File: config.mk
export PLATFORM = sky130hd
export DESIGN_NAME = tas_logic
export DESIGN_NICKNAME = d
export VERILOG_FILES = /design/src/tas_logic.v
export VERILOG_INCLUDE_DIRS = /design/src /design/src/src
export SDC_FILE = /design/constraint.sdc
export NUM_CORES = 1
export LEC_CHECK = 0
export ABC_AREA = 1
export BUFFER_PORTS_ARGS = -buffer_cell sky130_fd_sc_hd__buf_2
export CORE_MARGIN = 2
export CORE_UTILIZATION = 25
export CTS_BUF_LIST = sky130_fd_sc_hd__clkbuf_2
export CTS_CLUSTER_SIZE = 12
export DETAILED_ROUTE_END_ITERATION = 12
export PLACE_DENSITY = 0.45
export SLEW_MARGIN = 10
export SYNTH_ARGS = -nofsm -noshare
export SYNTH_HDL_FRONTEND = slang
export SYNTH_SLANG_ARGS = --single-unit
File: constraint.sdc
create_clock -name clk_sys -period 5 [get_ports clk_sys]
set_input_delay 1.5 -clock clk_sys [delete_from_list [all_inputs] [get_ports clk_sys]]
set_output_delay 1.5 -clock clk_sys [all_outputs]
set_load 0.02 [all_outputs]
File: src/tas_defines.vh
// constants for the tape address search logic
//
// How it works
// - mark holds 12-bit address in two chars
// - load point sets address to 0001
// - motion pulses advance address while moving forward
// - file mark carries current address automatically
// - search strobe trailing edge starts digit entry
// - four digits entered before search starts
// - skip enable refreshes address before calculating
// - compare present with desired, pick speed
// - fast forward counts biased distance, then skip
// - rewind unbiased, leader reached then skip
// - slightly past target gives backspace file
// - search-then-read ends with read request pulse
// - search-then-reply ends in query unless disabled
// - query digits wait for digit request
// - untouched since mark returns mark address
// - address multiplexed onto data for marks
// - two file chars reload upper 4, lower 8
// - sequence advance marks operation finished
// - digit valid strobe per digit, four total
// - query flag held until request after fourth
// - query byte: digit low 3, switches upper 5
`ifndef TAS_DEFINES_VH
`define TAS_DEFINES_VH
`define TAS_ADDR_W        12
`define TAS_LOAD_ADDR     12'h001
`define TAS_ZERO_ADDR     12'h000
`define TAS_ONE_ADDR      12'h001
`define TAS_DIG_LAST      2'h3
`define TAS_DIG_FIRST     2'h0
`define TAS_OFF_CONFIG    12'h000
`define TAS_OFF_TUNE      12'h004
`define TAS_OFF_STATUS    12'h008
`define TAS_CFG_RESET     7'h01
`define TAS_THRESH_RESET  12'h010
`define TAS_BIAS_RESET    12'h002
`define TAS_CFG_RESP      0
`define TAS_CFG_SKIP      1
`define TAS_ZERO32        32'h0000_0000
`endif

File: src/tas_logic.v
// tape address tracking, file search and position query logic with apb registers
`timescale 1ns/1ps
`default_nettype none
`include "tas_defines.vh"
module tas_logic (
  input  wire        clk_sys,
  input  wire        sys_rst,
  input  wire        psel,
  input  wire        penable,
  input  wire        pwrite,
  input  wire [11:0] paddr,
  input  wire [31:0] pwdata,
  output reg  [31:0] prdata,
  output reg         pready,
  output reg         pslverr,
  input  wire        search_then_read_strobe,
  input  wire        search_then_reply_strobe,
  input  wire        position_query_strobe,
  input  wire        output_clear,
  input  wire        tape_motion_pulse,
  input  wire        file_char_strobe,
  input  wire [7:0]  file_char_data,
  input  wire        load_address_one,
  input  wire        mark_write,
  input  wire        write_data_ack,
  input  wire        sequence_advance,
  input  wire        digit_entry_strobe,
  input  wire [2:0]  digit_input_lines,
  input  wire        digit_request,
  output reg  [7:0]  address_out_lines,
  output reg         write_data_ready,
  output reg         digit_valid_strobe,
  output reg         read_file_request,
  output reg         query_mode_flag,
  output reg         skip_file_cmd,
  output reg         backspace_file_cmd,
  output reg         fast_forward_cmd,
  output reg         rewind_cmd
);

  localparam [3:0] ST_IDLE  = 4'h0;
  localparam [3:0] ST_DIG   = 4'h1;
  localparam [3:0] ST_CALC  = 4'h2;
  localparam [3:0] ST_OPW   = 4'h3;
  localparam [3:0] ST_FAST  = 4'h4;
  localparam [3:0] ST_REW   = 4'h5;
  localparam [3:0] ST_DONE  = 4'h6;
  localparam [3:0] ST_QREQ  = 4'h7;
  localparam [3:0] ST_QREL  = 4'h8;
  localparam [3:0] ST_QEND  = 4'h9;

  ////////////////////////////////////////////////////////////////////////////
  // helpers

  function [2:0] tas_digit;
    input [11:0] a;
    input [1:0]  idx;
    begin
      case (idx)
        2'h0:    tas_digit = a[11:9];
        2'h1:    tas_digit = a[8:6];
        2'h2:    tas_digit = a[5:3];
        default: tas_digit = a[2:0];
      endcase
    end
  endfunction

  ////////////////////////////////////////////////////////////////////////////
  // edge detection on the partner's strobes

  reg        srd_d_r;
  reg        srp_d_r;
  reg        pq_d_r;
  reg        tmp_d_r;
  reg        fcs_d_r;
  reg        sa_d_r;
  reg        des_d_r;
  reg        wda_d_r;
  reg        mark_d_r;
  wire       srd_fall;
  wire       srp_fall;
  wire       pq_rise;
  wire       tmp_rise;
  wire       fcs_rise;
  wire       sa_rise;
  wire       des_fall;
  wire       wda_rise;

  assign srd_fall = srd_d_r & ~search_then_read_strobe;
  assign srp_fall = srp_d_r & ~search_then_reply_strobe;
  assign pq_rise  = ~pq_d_r & position_query_strobe;
  assign tmp_rise = ~tmp_d_r & tape_motion_pulse;
  assign fcs_rise = ~fcs_d_r & file_char_strobe;
  assign sa_rise  = ~sa_d_r & sequence_advance;
  assign des_fall = des_d_r & ~digit_entry_strobe;
  assign wda_rise = ~wda_d_r & write_data_ack;

  always @(posedge clk_sys) begin
    if (sys_rst) begin
      srd_d_r  <= 1'b0;
      srp_d_r  <= 1'b0;
      pq_d_r   <= 1'b0;
      tmp_d_r  <= 1'b0;
      fcs_d_r  <= 1'b0;
      sa_d_r   <= 1'b0;
      des_d_r  <= 1'b0;
      wda_d_r  <= 1'b0;
      mark_d_r <= 1'b0;
    end else begin
      srd_d_r  <= search_then_read_strobe;
      srp_d_r  <= search_then_reply_strobe;
      pq_d_r   <= position_query_strobe;
      tmp_d_r  <= tape_motion_pulse;
      fcs_d_r  <= file_char_strobe;
      sa_d_r   <= sequence_advance;
      des_d_r  <= digit_entry_strobe;
      wda_d_r  <= write_data_ack;
      mark_d_r <= mark_write;
    end
  end

  ////////////////////////////////////////////////////////////////////////////
  // apb register file

  reg  [6:0]  cfg_r;
  reg  [11:0] thresh_r;
  reg  [11:0] bias_r;
  reg  [3:0]  state_r;
  reg  [11:0] addr_r;
  reg  [11:0] want_r;
  wire        apb_setup;
  wire        apb_hit;

  assign apb_setup = psel & ~penable;
  assign apb_hit   = (paddr == `TAS_OFF_CONFIG) | (paddr == `TAS_OFF_TUNE) |
                     (paddr == `TAS_OFF_STATUS);

  // zero wait: pready rises in the first access cycle and writes land there
  always @(posedge clk_sys) begin
    if (sys_rst) begin
      pready   <= 1'b0;
      pslverr  <= 1'b0;
      prdata   <= `TAS_ZERO32;
      cfg_r    <= `TAS_CFG_RESET;
      thresh_r <= `TAS_THRESH_RESET;
      bias_r   <= `TAS_BIAS_RESET;
    end else begin
      pready  <= apb_setup;
      pslverr <= apb_setup & ~apb_hit;
      prdata  <= `TAS_ZERO32;
      if (apb_setup & ~pwrite) begin
        case (paddr)
          `TAS_OFF_CONFIG: prdata <= {25'h000_0000, cfg_r};
          `TAS_OFF_TUNE:   prdata <= {8'h00, bias_r, thresh_r};
          `TAS_OFF_STATUS: prdata <= {4'h0, state_r, want_r, addr_r};
          default:         prdata <= `TAS_ZERO32;
        endcase
      end
      if (psel & penable & pready & pwrite) begin
        if (paddr == `TAS_OFF_CONFIG) begin
          cfg_r <= pwdata[6:0];
        end
        if (paddr == `TAS_OFF_TUNE) begin
          thresh_r <= pwdata[11:0];
          bias_r   <= pwdata[23:12];
        end
      end
    end
  end

  ////////////////////////////////////////////////////////////////////////////
  // search and query sequencer

  reg  [11:0] fast_cnt_r;
  reg  [11:0] mark_addr_r;
  reg         fresh_r;
  reg         reply_r;
  reg  [1:0]  dig_r;
  reg  [1:0]  qdig_r;
  reg  [11:0] qaddr_r;
  reg         char_hi_r;
  reg  [3:0]  hi_nib_r;
  reg         mchar_r;
  reg         rewinding_r;
  wire        forward;
  wire        ahead;
  wire        behind;
  wire [11:0] dist_fwd;
  wire [11:0] dist_back;
  wire        fresh_set;

  // a mark written or read in the cycle of the search-start clear must win
  assign fresh_set = (mark_write & ~mark_d_r) | (fcs_rise & ~mark_write & ~char_hi_r);
  // rewinds and backspaces move the tape backward; no counting then
  assign forward   = ~rewind_cmd & ~backspace_file_cmd & ~rewinding_r;
  assign ahead     = addr_r > want_r;
  assign behind    = addr_r < want_r;
  assign dist_fwd  = want_r - addr_r;
  assign dist_back = addr_r - want_r;

  always @(posedge clk_sys) begin
    if (sys_rst | output_clear) begin
      state_r            <= ST_IDLE;
      addr_r             <= `TAS_LOAD_ADDR;
      want_r             <= `TAS_ZERO_ADDR;
      fast_cnt_r         <= `TAS_ZERO_ADDR;
      mark_addr_r        <= `TAS_LOAD_ADDR;
      fresh_r            <= 1'b0;
      reply_r            <= 1'b0;
      dig_r              <= `TAS_DIG_FIRST;
      qdig_r             <= `TAS_DIG_FIRST;
      qaddr_r            <= `TAS_ZERO_ADDR;
      char_hi_r          <= 1'b1;
      hi_nib_r           <= 4'h0;
      mchar_r            <= 1'b0;
      rewinding_r        <= 1'b0;
      address_out_lines  <= 8'h00;
      write_data_ready   <= 1'b0;
      digit_valid_strobe <= 1'b0;
      read_file_request  <= 1'b0;
      query_mode_flag    <= 1'b0;
      skip_file_cmd      <= 1'b0;
      backspace_file_cmd <= 1'b0;
      fast_forward_cmd   <= 1'b0;
      rewind_cmd         <= 1'b0;
    end else begin
      digit_valid_strobe <= 1'b0;
      read_file_request  <= 1'b0;
      skip_file_cmd      <= 1'b0;
      // tape address tracking
      if (tmp_rise & forward) begin
        addr_r <= addr_r + `TAS_ONE_ADDR;
      end
      if (load_address_one) begin
        addr_r      <= `TAS_LOAD_ADDR;
        mark_addr_r <= `TAS_LOAD_ADDR;
      end
      // file mark read back: upper nibble then low byte
      if (fcs_rise & ~mark_write) begin
        char_hi_r <= ~char_hi_r;
        if (char_hi_r) begin
          hi_nib_r <= file_char_data[3:0];
        end else begin
          addr_r      <= {hi_nib_r, file_char_data};
          mark_addr_r <= {hi_nib_r, file_char_data};
          fresh_r     <= 1'b1;
        end
      end
      if (sa_rise) begin
        char_hi_r <= 1'b1;
      end
      // mark write: two characters carrying the live address
      if (mark_write & ~mark_d_r) begin
        mchar_r           <= 1'b0;
        write_data_ready  <= 1'b1;
        address_out_lines <= {4'h0, addr_r[11:8]};
        mark_addr_r       <= addr_r;
        fresh_r           <= 1'b1;
      end else if (mark_write & write_data_ready & wda_rise) begin
        mchar_r <= 1'b1;
        if (mchar_r) begin
          write_data_ready  <= 1'b0;
          address_out_lines <= 8'h00;
        end else begin
          address_out_lines <= addr_r[7:0];
        end
      end else if (~mark_write & mark_d_r) begin
        write_data_ready  <= 1'b0;
        address_out_lines <= 8'h00;
      end
      case (state_r)
        ST_IDLE: begin
          rewinding_r <= 1'b0;
          if (srd_fall | srp_fall) begin
            reply_r <= srp_fall;
            dig_r   <= `TAS_DIG_FIRST;
            state_r <= ST_DIG;
          end else if (pq_rise) begin
            qaddr_r         <= fresh_r ? mark_addr_r : addr_r;
            qdig_r          <= `TAS_DIG_FIRST;
            query_mode_flag <= 1'b1;
            state_r         <= ST_QREQ;
          end
        end
        ST_DIG: begin
          if (des_fall) begin
            want_r <= {want_r[8:0], digit_input_lines};
            dig_r  <= dig_r + 2'h1;
            if (dig_r == `TAS_DIG_LAST) begin
              fresh_r <= fresh_set;
              if (cfg_r[`TAS_CFG_SKIP]) begin
                skip_file_cmd <= 1'b1;
                state_r       <= ST_OPW;
              end else begin
                state_r <= ST_CALC;
              end
            end
          end
        end
        ST_CALC: begin
          if (ahead) begin
            if (dist_back <= bias_r) begin
              backspace_file_cmd <= 1'b1;
              state_r            <= ST_OPW;
            end else begin
              rewind_cmd <= 1'b1;
              state_r    <= ST_REW;
            end
          end else if (behind) begin
            if (dist_fwd > thresh_r) begin
              fast_cnt_r       <= dist_fwd - bias_r;
              fast_forward_cmd <= 1'b1;
              state_r          <= ST_FAST;
            end else begin
              skip_file_cmd <= 1'b1;
              state_r       <= ST_OPW;
            end
          end else begin
            state_r <= ST_DONE;
          end
        end
        ST_FAST: begin
          if (fast_cnt_r == `TAS_ZERO_ADDR) begin
            fast_forward_cmd <= 1'b0;
            skip_file_cmd    <= 1'b1;
            state_r          <= ST_OPW;
          end else if (tmp_rise) begin
            fast_cnt_r <= fast_cnt_r - `TAS_ONE_ADDR;
          end
        end
        ST_REW: begin
          // leader reached shows up as the rewind-done half of advance
          if (sa_rise) begin
            rewind_cmd    <= 1'b0;
            rewinding_r   <= 1'b1;
            skip_file_cmd <= 1'b1;
            state_r       <= ST_OPW;
          end
        end
        ST_OPW: begin
          if (sa_rise) begin
            backspace_file_cmd <= 1'b0;
            rewinding_r        <= 1'b0;
            state_r            <= ST_CALC;
          end
        end
        ST_DONE: begin
          if (~reply_r) begin
            read_file_request <= 1'b1;
            state_r           <= ST_IDLE;
          end else if (cfg_r[`TAS_CFG_RESP]) begin
            qaddr_r         <= addr_r;
            qdig_r          <= `TAS_DIG_FIRST;
            query_mode_flag <= 1'b1;
            state_r         <= ST_QREQ;
          end else begin
            state_r <= ST_IDLE;
          end
        end
        ST_QREQ: begin
          if (digit_request) begin
            // upper bits are the switch constants, digit in low three
            address_out_lines  <= {cfg_r[6:2], tas_digit(qaddr_r, qdig_r)};
            digit_valid_strobe <= 1'b1;
            state_r            <= ST_QREL;
          end
        end
        ST_QREL: begin
          if (~digit_request) begin
            address_out_lines <= 8'h00;
            qdig_r            <= qdig_r + 2'h1;
            state_r           <= (qdig_r == `TAS_DIG_LAST) ? ST_QEND : ST_QREQ;
          end
        end
        ST_QEND: begin
          if (digit_request) begin
            query_mode_flag <= 1'b0;
            state_r         <= ST_IDLE;
          end
        end
        default: begin
          state_r <= ST_IDLE;
        end
      endcase
    end
  end

endmodule
`default_nettype wire

**Word-level counts from Yosys, hierarchy flattened**

Index checks and enable logic that the tools add are counted.

- Reductions and logical operators: 34
- $lt $le $gt $ge: 4
- Multiply operators: 0
- Bitwise gates (word level): 48
- Shift-type cells: 0
- Equality and inequality tests: 38
- Muxes and demuxes: 98
- Div/mod/pow operators: 0
- Add/subtract/negate cells: 7

Operator list:

| cell | number |
|---|---|
| two-way mux 12 bit | 18 |
| one-hot mux 28 bit (3 select lines) | 1 |
| two-way mux 4 bit | 13 |
| two-way mux 8 bit | 6 |
| one-hot mux 12 bit (2 select lines) | 2 |
| != test 2 bit, second input constant | 21 |
| one-hot mux 4 bit (10 select lines) | 1 |
| two-way mux 1 bit | 36 |
| subtractor 12 bit | 3 |
| > comparator 12 bit | 2 |
| zero test 12 bit | 2 |
| bitwise AND 1 bit | 23 |
| inverter 1 bit | 20 |
| AND reduction 6 bit | 3 |
| == test 4 x 3 -> 1 bit, second input constant | 4 |
| one-hot mux 8 bit (2 select lines) | 1 |
| two-way mux 2 bit | 7 |
| adder 12 x 1 -> 12 bit, second input constant | 1 |
| == test 12 x 3 -> 1 bit, second input constant | 1 |
| == test 12 x 4 -> 1 bit, second input constant | 1 |
| <= comparator 12 bit | 1 |
| less-than comparator 12 bit | 1 |
| two-way mux 3 bit | 4 |
| AND reduction 2 bit | 6 |
| 24 further kinds | 51 |

- Register bits after elaboration: 167
- Output and inout bits: 50
- Input port bits: 72
- Memories: 0
- Bits in read-only memories: 0
- Bits in latches: 0
- RAM bits: 0

**Longest topological paths before layout**

- Depth after elaboration: 8
- Mapped depth: 27

**Worst setup path before layout**

OpenSTA, ideal clock, no wires.

- Path kind: flip-flop to flip-flop
- Start point: reg addr_r[3]
- End point: reg fast_cnt_r[9]
- Buffers on the path: 3
- Clock period less this slack: 3.543 ns
- Path slack: 1.457 ns
- Data required time: 4.883 ns
- Setup time: 0.117 ns
- Cell stages (with the launch flop): 25
- Data arrival time: 3.426 ns
- Path through: dfxtp_1 > clkbuf_1 > inv_1 > ha_1 > clkbuf_2 > a21o_1 > a21oi_1 > nor3_1 > nor3_1 > o21ai_0 > xnor2_1 > inv_1 > ha_1 > nand2_1 > inv_1 > nand2_1 > nor2_1 > nand2_1 > nand3_1 > nand2_1 > o21ai_4 > nand3_4 > buf_8 > nor3_1 > nor2_1

- Word-level cells in the longest chain between the ends: 6
- Elaborated cells between the ends (all ways): 13

Ends and longest elaborated chain:

| item | RTL line | text |
|---|---|---|
| start: declaration | tas_logic.v:129 | `reg [11:0] addr_r;` |
| start signal: assignment | tas_logic.v:204 | `` addr_r <= `TAS_LOAD_ADDR; `` |
| start signal: assignment | tas_logic.v:232 | `` addr_r <= addr_r + `TAS_ONE_ADDR; `` |
| start signal: assignment | tas_logic.v:235 | `` addr_r <= `TAS_LOAD_ADDR; `` |
| subtractor 12 bit | tas_logic.v:198 | `assign dist_fwd = want_r - addr_r;` |
| subtractor 12 bit | tas_logic.v:311 | `fast_cnt_r <= dist_fwd - bias_r;` |
| two-way mux 12 bit | tas_logic.v:310 | `if (dist_fwd > thresh_r) begin` |
| two-way mux 12 bit | tas_logic.v:309 | `end else if (behind) begin` |
| two-way mux 12 bit | tas_logic.v:301 | `if (ahead) begin` |
| one-hot mux 12 bit (2 select lines) | tas_logic.v:271 | `case (state_r)` |
| end signal: assignment | tas_logic.v:206 | `` fast_cnt_r <= `TAS_ZERO_ADDR; `` |
| end signal: assignment | tas_logic.v:311 |  |
| end signal: assignment | tas_logic.v:328 | `` fast_cnt_r <= fast_cnt_r - `TAS_ONE_ADDR; `` |
| end: declaration | tas_logic.v:174 | `reg [11:0] fast_cnt_r;` |

Parallel ways exist; a longest one is shown, timed or not. The select of a mux whose other input is x is not followed.
A chain may end at the register's enable or synchronous reset.

**Final worst setup path**

- Start point: reg addr_r[2]
- End point: reg fast_cnt_r[1]

- Word-level cells in the longest chain between the ends: 4
- Elaborated cells between the ends (all ways): 8

Ends and longest elaborated chain:

| item | RTL line |
|---|---|
| subtractor 12 bit | tas_logic.v:198 |
| > comparator 12 bit | tas_logic.v:310 |
| != test 2 bit (no source line) | -- |
| AND reduction 6 bit (no source line) * | -- |

Mark *: on every way between the ends. The rest lies on a longest branch, timed or not.

==> run summary <==
CLOCK TREE
-----------------------------------------------------------------------------------------------
Root buffer cell                                                                   sky130_fd_sc_hd__clkbuf_2
Number of gates resized after cts                                                             0
Number of clock sinks                                                                       163
Clock input transition at the sequential cells of the worst setup and hold paths        0.25 ns
Setup bufs post-CTS                                                                           0
Source-to-sink clock delay at the later pin of the worst-skew pair                      0.83 ns
TritonCTS clock tree                                                                        yes
Buffer depth of the longest clock path                                                        2
Cts hold-fix bufs                                                                             0
Number of clock buffers inserted by TritonCTS                                                17
H-tree depth reported by CTS                                                                  4

STA
-----------------------------------------------------------------------------------------------
Minimum clock period                                                                    4.21 ns
Post-Route Skew                                                                       0.0399 ns
Pin slew with the least headroom to its limit                                          0.868 ns
Peak Freq                                                                               237 MHz
Total Negative Setup Slacks                                                                0 ns
Max-slew violation count                                                                      0
RSZ-0062 raised after global routing                                                         no
Headroom to the max-slew limit                                                            42.1%
Final hold vios                                                                               0
Crit share post-route                                                                     84.2%
Final count of negative-setup-slack endpoints                                                 0

DETAILED ROUTING
-----------------------------------------------------------------------------------------------
DR iter-0 viols                                                                             536
Routed length per placed instance                                                       17.2 µm
Number of routed nets with antenna violations                                                 0
Final wirelength                                                                       33000 µm
Number of DRC violations after detailed routing                                               0
Number of iterations in the first detailed-routing pass                                       8
Via-per-instance ratio                                                                     4.73
Total vias in the final route                                                              9062

DIE
-----------------------------------------------------------------------------------------------
Horizontal extent of the die                                                             197 µm
Number of core rows                                                                          70
Standard cell core area                                                               36700 µm²
Die outline area                                                                      39000 µm²
Initial core utilization                                                                  25.5%
Floorplan die height                                                                     197 µm
Total I/O pin count                                                                         122

SYNTHESIS
-----------------------------------------------------------------------------------------------
Post-synth EDFFs                                                                              0
Post-synthesis instance total                                                              1339
Largest area contributor in the netlist                                            sky130_fd_sc_hd__dfxtp_1
Dominant register cell in the synthesized netlist                                  sky130_fd_sc_hd__dfxtp_1
Yosys warnings                                                                                0
Library cells used by synthesis                                                              53
Average cell area after synthesis                                                      6.99 µm²
Mapped Area                                                                            9360 µm²
Synth async-reset ratio                                                                      0%
Top cells by area in the synthesized netlist                                       sky130_fd_sc_hd__dfxtp_1 35%, sky130_fd_sc_hd__nand2_1 11%, sky130_fd_sc_hd__ha_1 8.6%, sky130_fd_sc_hd__a21oi_1 7.3%, sky130_fd_sc_hd__inv_1 6.7%
Top-area cell type share of the netlist area                                              34.9%
Share of synthesized area occupied by flip-flops and latches                              34.9%
Synthesis-stage register bit count                                                          163

WORST SETUP PATH
-----------------------------------------------------------------------------------------------
Critical path startpoint category                                                     flip-flop
Most common cell type on the critical path                                         sky130_fd_sc_hd__nand2_1
Critical path endpoint category                                                       flip-flop
Critical path data arrival time                                                         4.97 ns
Critical path fanouts, max                                                                   18
Ordered list of cells on the worst path                                            inv_1, ha_1, nand2_1, inv_1, a21oi_1, nor3_1, nor3_1, o21ai_0, xnor2_1, inv_1, ha_1, nand2_1, inv_1, nand2_1, nor2_1, nand2_1, nand3_1, nand2_1, o21ai_4, nand3_4, nand2_1, nand2_1, nor2_1
Critical path start-end classification                                                  reg2reg
Reg-to-reg endpoint                                                                fast_cnt_r[1]$_SDFFE_PP0P_
Critical Path Start                                                                addr_r[2]$_SDFF_PP0_
Reg2reg path depth                                                                           23
Worst r2r src                                                                      addr_r[2]$_SDFF_PP0_
Reg-to-reg setup timing slack                                                           0.79 ns
Slowest cell on the critical path                                                  sky130_fd_sc_hd__dfxtp_1
Worst path required time                                                                5.75 ns
Worst path max stage delay                                                              0.49 ns

GLOBAL ROUTE
-----------------------------------------------------------------------------------------------
Overflow left after global routing                                                            0
Total global-route track usage                                                            17.2%
Number of global-route vias before repair                                                  8859
Largest net degree at the start of global routing                                            51
Wire length of the first global-routing pass                                           50900 µm
Initial antenna violation count                                                               2

LAYOUT
-----------------------------------------------------------------------------------------------
Signed area change from the synthesized netlist to the final layout                       13.8%
Layout fillers                                                                             4076
Leading cell type in the layout, fill and taps excluded                            sky130_fd_sc_hd__nand2_1
Fraction of layout instances using a drive strength above 1                               12.5%
Non-filler instance count after layout                                                     1914
Most frequent cells in the layout                                                  267 x sky130_fd_sc_hd__nand2_1, 167 x sky130_fd_sc_hd__inv_1, 163 x sky130_fd_sc_hd__dfxtp_1
NumNets Final                                                                              1569

WORST HOLD PATH
-----------------------------------------------------------------------------------------------
Type of the worst min-delay path                                                        reg2reg
End point of the most critical hold path                                           prdata[14]$_SDFF_PP0_
Cell depth of the worst hold path                                                             2
Beginning of the worst hold path                                                   bias_r[2]$_SDFFE_PP0P_

PWR
-----------------------------------------------------------------------------------------------
Power Dens Cells                                                                     361 nW/µm²
Combinational fraction of design power                                                    38.9%
Share of total power consumed by net switching                                            42.6%
Static leakage                                                                          4.61 nW
Sw Pwr                                                                                  1.64 mW
Maximum resistive drop on vdd                                                            140 µV
Clock power frac                                                                          22.2%
Cell-internal power                                                                     2.20 mW
Flop pwr share                                                                            38.9%

STATUS
-----------------------------------------------------------------------------------------------
Status                                                                             complete, no violations

PLACED DESIGN
-----------------------------------------------------------------------------------------------
Routability congestion estimate                                                           0.868
Half-perimeter wire length of the detailed placement result                            25900 µm
Cell count after placement                                                                 1879
Port Buf Inserts                                                                            109

JOB
-----------------------------------------------------------------------------------------------
Max cap viols                                                                                 0

per-stage QoR:
step                hold slack, ns  power, mW  worst slack [ns]  cell area, µm²  utilization [%]
detailed placement           0.440       3.02             0.799           10400             28.2
floorplan                    0.424       2.62              1.46            9370                -
global route                 0.480       4.15             0.232           10700             29.0
global placement             0.435       3.02             0.775           10400             28.2
CTS                          0.443       3.89             0.732           10600             29.0
finish                       0.449       3.84             0.788           10700             29.0
layout make-up:
cell class | instances | area, µm² | share of cell area, %
Multi-Input combinational cell | 948 | 5190 | 48.7
Clock inverter | 13 | 184 | 1.73
Tap cell | 468 | 586 | 5.50
Timing Repair Buffer | 126 | 673 | 6.32
Sequential cell | 163 | 3260 | 30.6
Antenna cell | 3 | 7.51 | 0.0705
Clock buffer | 19 | 95.1 | 0.893
Inverter | 174 | 653 | 6.13
registers in the layout, indices dropped and copies added, names as in the netlist, 7 cells and up:
name / count
qaddr_r: 12
bias_r: 12
mark_addr_r: 12
cfg_r: 7
want_r: 12
address_out_lines: 8
addr_r: 12
thresh_r: 12
prdata: 28
fast_cnt_r: 12
power groups by stage:
stage / Combinational (mW) / Clock [mW] / Sequential, mW
floorplan: 1.13 / 0 / 1.49
global placement: 1.50 / 0 / 1.52
detailed placement: 1.50 / 0 / 1.52
CTS: 1.51 / 0.885 / 1.50
global route: 1.71 / 0.928 / 1.51
finish: 1.49 / 0.853 / 1.50
layer usage:
metal  part of all wire, %  vias to the layer above  global-route usage [%]
li1                      -                     4622                       -
met1                    47                     4236                    22.5
met2                    48                      172                    29.5
met3                   3.3                       32                    2.70
met4                   1.6                        0                    4.40
met5                     0                        -                       0
worst max-delay path by stage:
stage / end / slack [ns] / cells past startpoint
2_1_floorplan: fast_cnt_r[9]$_SDFFE_PP0P_ / 1.46 / 24
3_3_place_gp: fast_cnt_r[10]$_SDFFE_PP0P_ / 0.78 / 22
3_5_place_dp: fast_cnt_r[10]$_SDFFE_PP0P_ / 0.80 / 22
4_1_cts: fast_cnt_r[10]$_SDFFE_PP0P_ / 0.73 / 22
5_1_grt: fast_cnt_r[1]$_SDFFE_PP0P_ / 0.23 / 23
6_report: fast_cnt_r[1]$_SDFFE_PP0P_ / 0.79 / 23
cell usage after synthesis, types with 3 or more instances:
cell                         n
sky130_fd_sc_hd__o21ai_1     3
sky130_fd_sc_hd__clkbuf_2    7
sky130_fd_sc_hd__buf_1       3
sky130_fd_sc_hd__buf_2       9
sky130_fd_sc_hd__nor3_1     24
sky130_fd_sc_hd__nor2_2      7
sky130_fd_sc_hd__dfxtp_1   163
sky130_fd_sc_hd__o31ai_1     3
sky130_fd_sc_hd__fa_1        3
sky130_fd_sc_hd__a21oi_1   136
sky130_fd_sc_hd__nor4_1      4
sky130_fd_sc_hd__o211ai_1    6
sky130_fd_sc_hd__o21ai_0    79
sky130_fd_sc_hd__o221ai_1    5
sky130_fd_sc_hd__inv_2       5
sky130_fd_sc_hd__a21o_1      8
sky130_fd_sc_hd__nand3_1    74
sky130_fd_sc_hd__xnor2_1    12
sky130_fd_sc_hd__ha_1       64
sky130_fd_sc_hd__xor2_1     14
sky130_fd_sc_hd__a32oi_1     6
sky130_fd_sc_hd__o22ai_1     8
sky130_fd_sc_hd__nand2_1   267
sky130_fd_sc_hd__a211oi_1   25
sky130_fd_sc_hd__nand4_1    17
sky130_fd_sc_hd__inv_1     167
sky130_fd_sc_hd__a31oi_1    21
sky130_fd_sc_hd__nor2_1    133
sky130_fd_sc_hd__buf_4       5
sky130_fd_sc_hd__clkbuf_1   31
kinds of logic after synthesis:
group,Yosys count,share of synthesized area [%]
buffers and inverters,231,9.88
other,1,0.0401
adders and majority gates,67,9.20
DFF,163,34.9
and+or+nand+nor,539,24.4
AOI/OAI and AO/OA,312,19.2
xor gates and xnor gates,26,2.43
critical path: cells and delay by family, from the launching register on:
| kind | cells | cell delay [ns] |
|---|---|---|
| fa+ha+maj | 2 | 0.69 |
| compound gates | 3 | 0.72 |
| simple gates | 13 | 1.70 |
| xor+xnor | 1 | 0.16 |
| buf+inv | 4 | 0.38 |
| flops | 1 | 0.49 |
No activity file was read; power rests on OpenSTA's default activity.
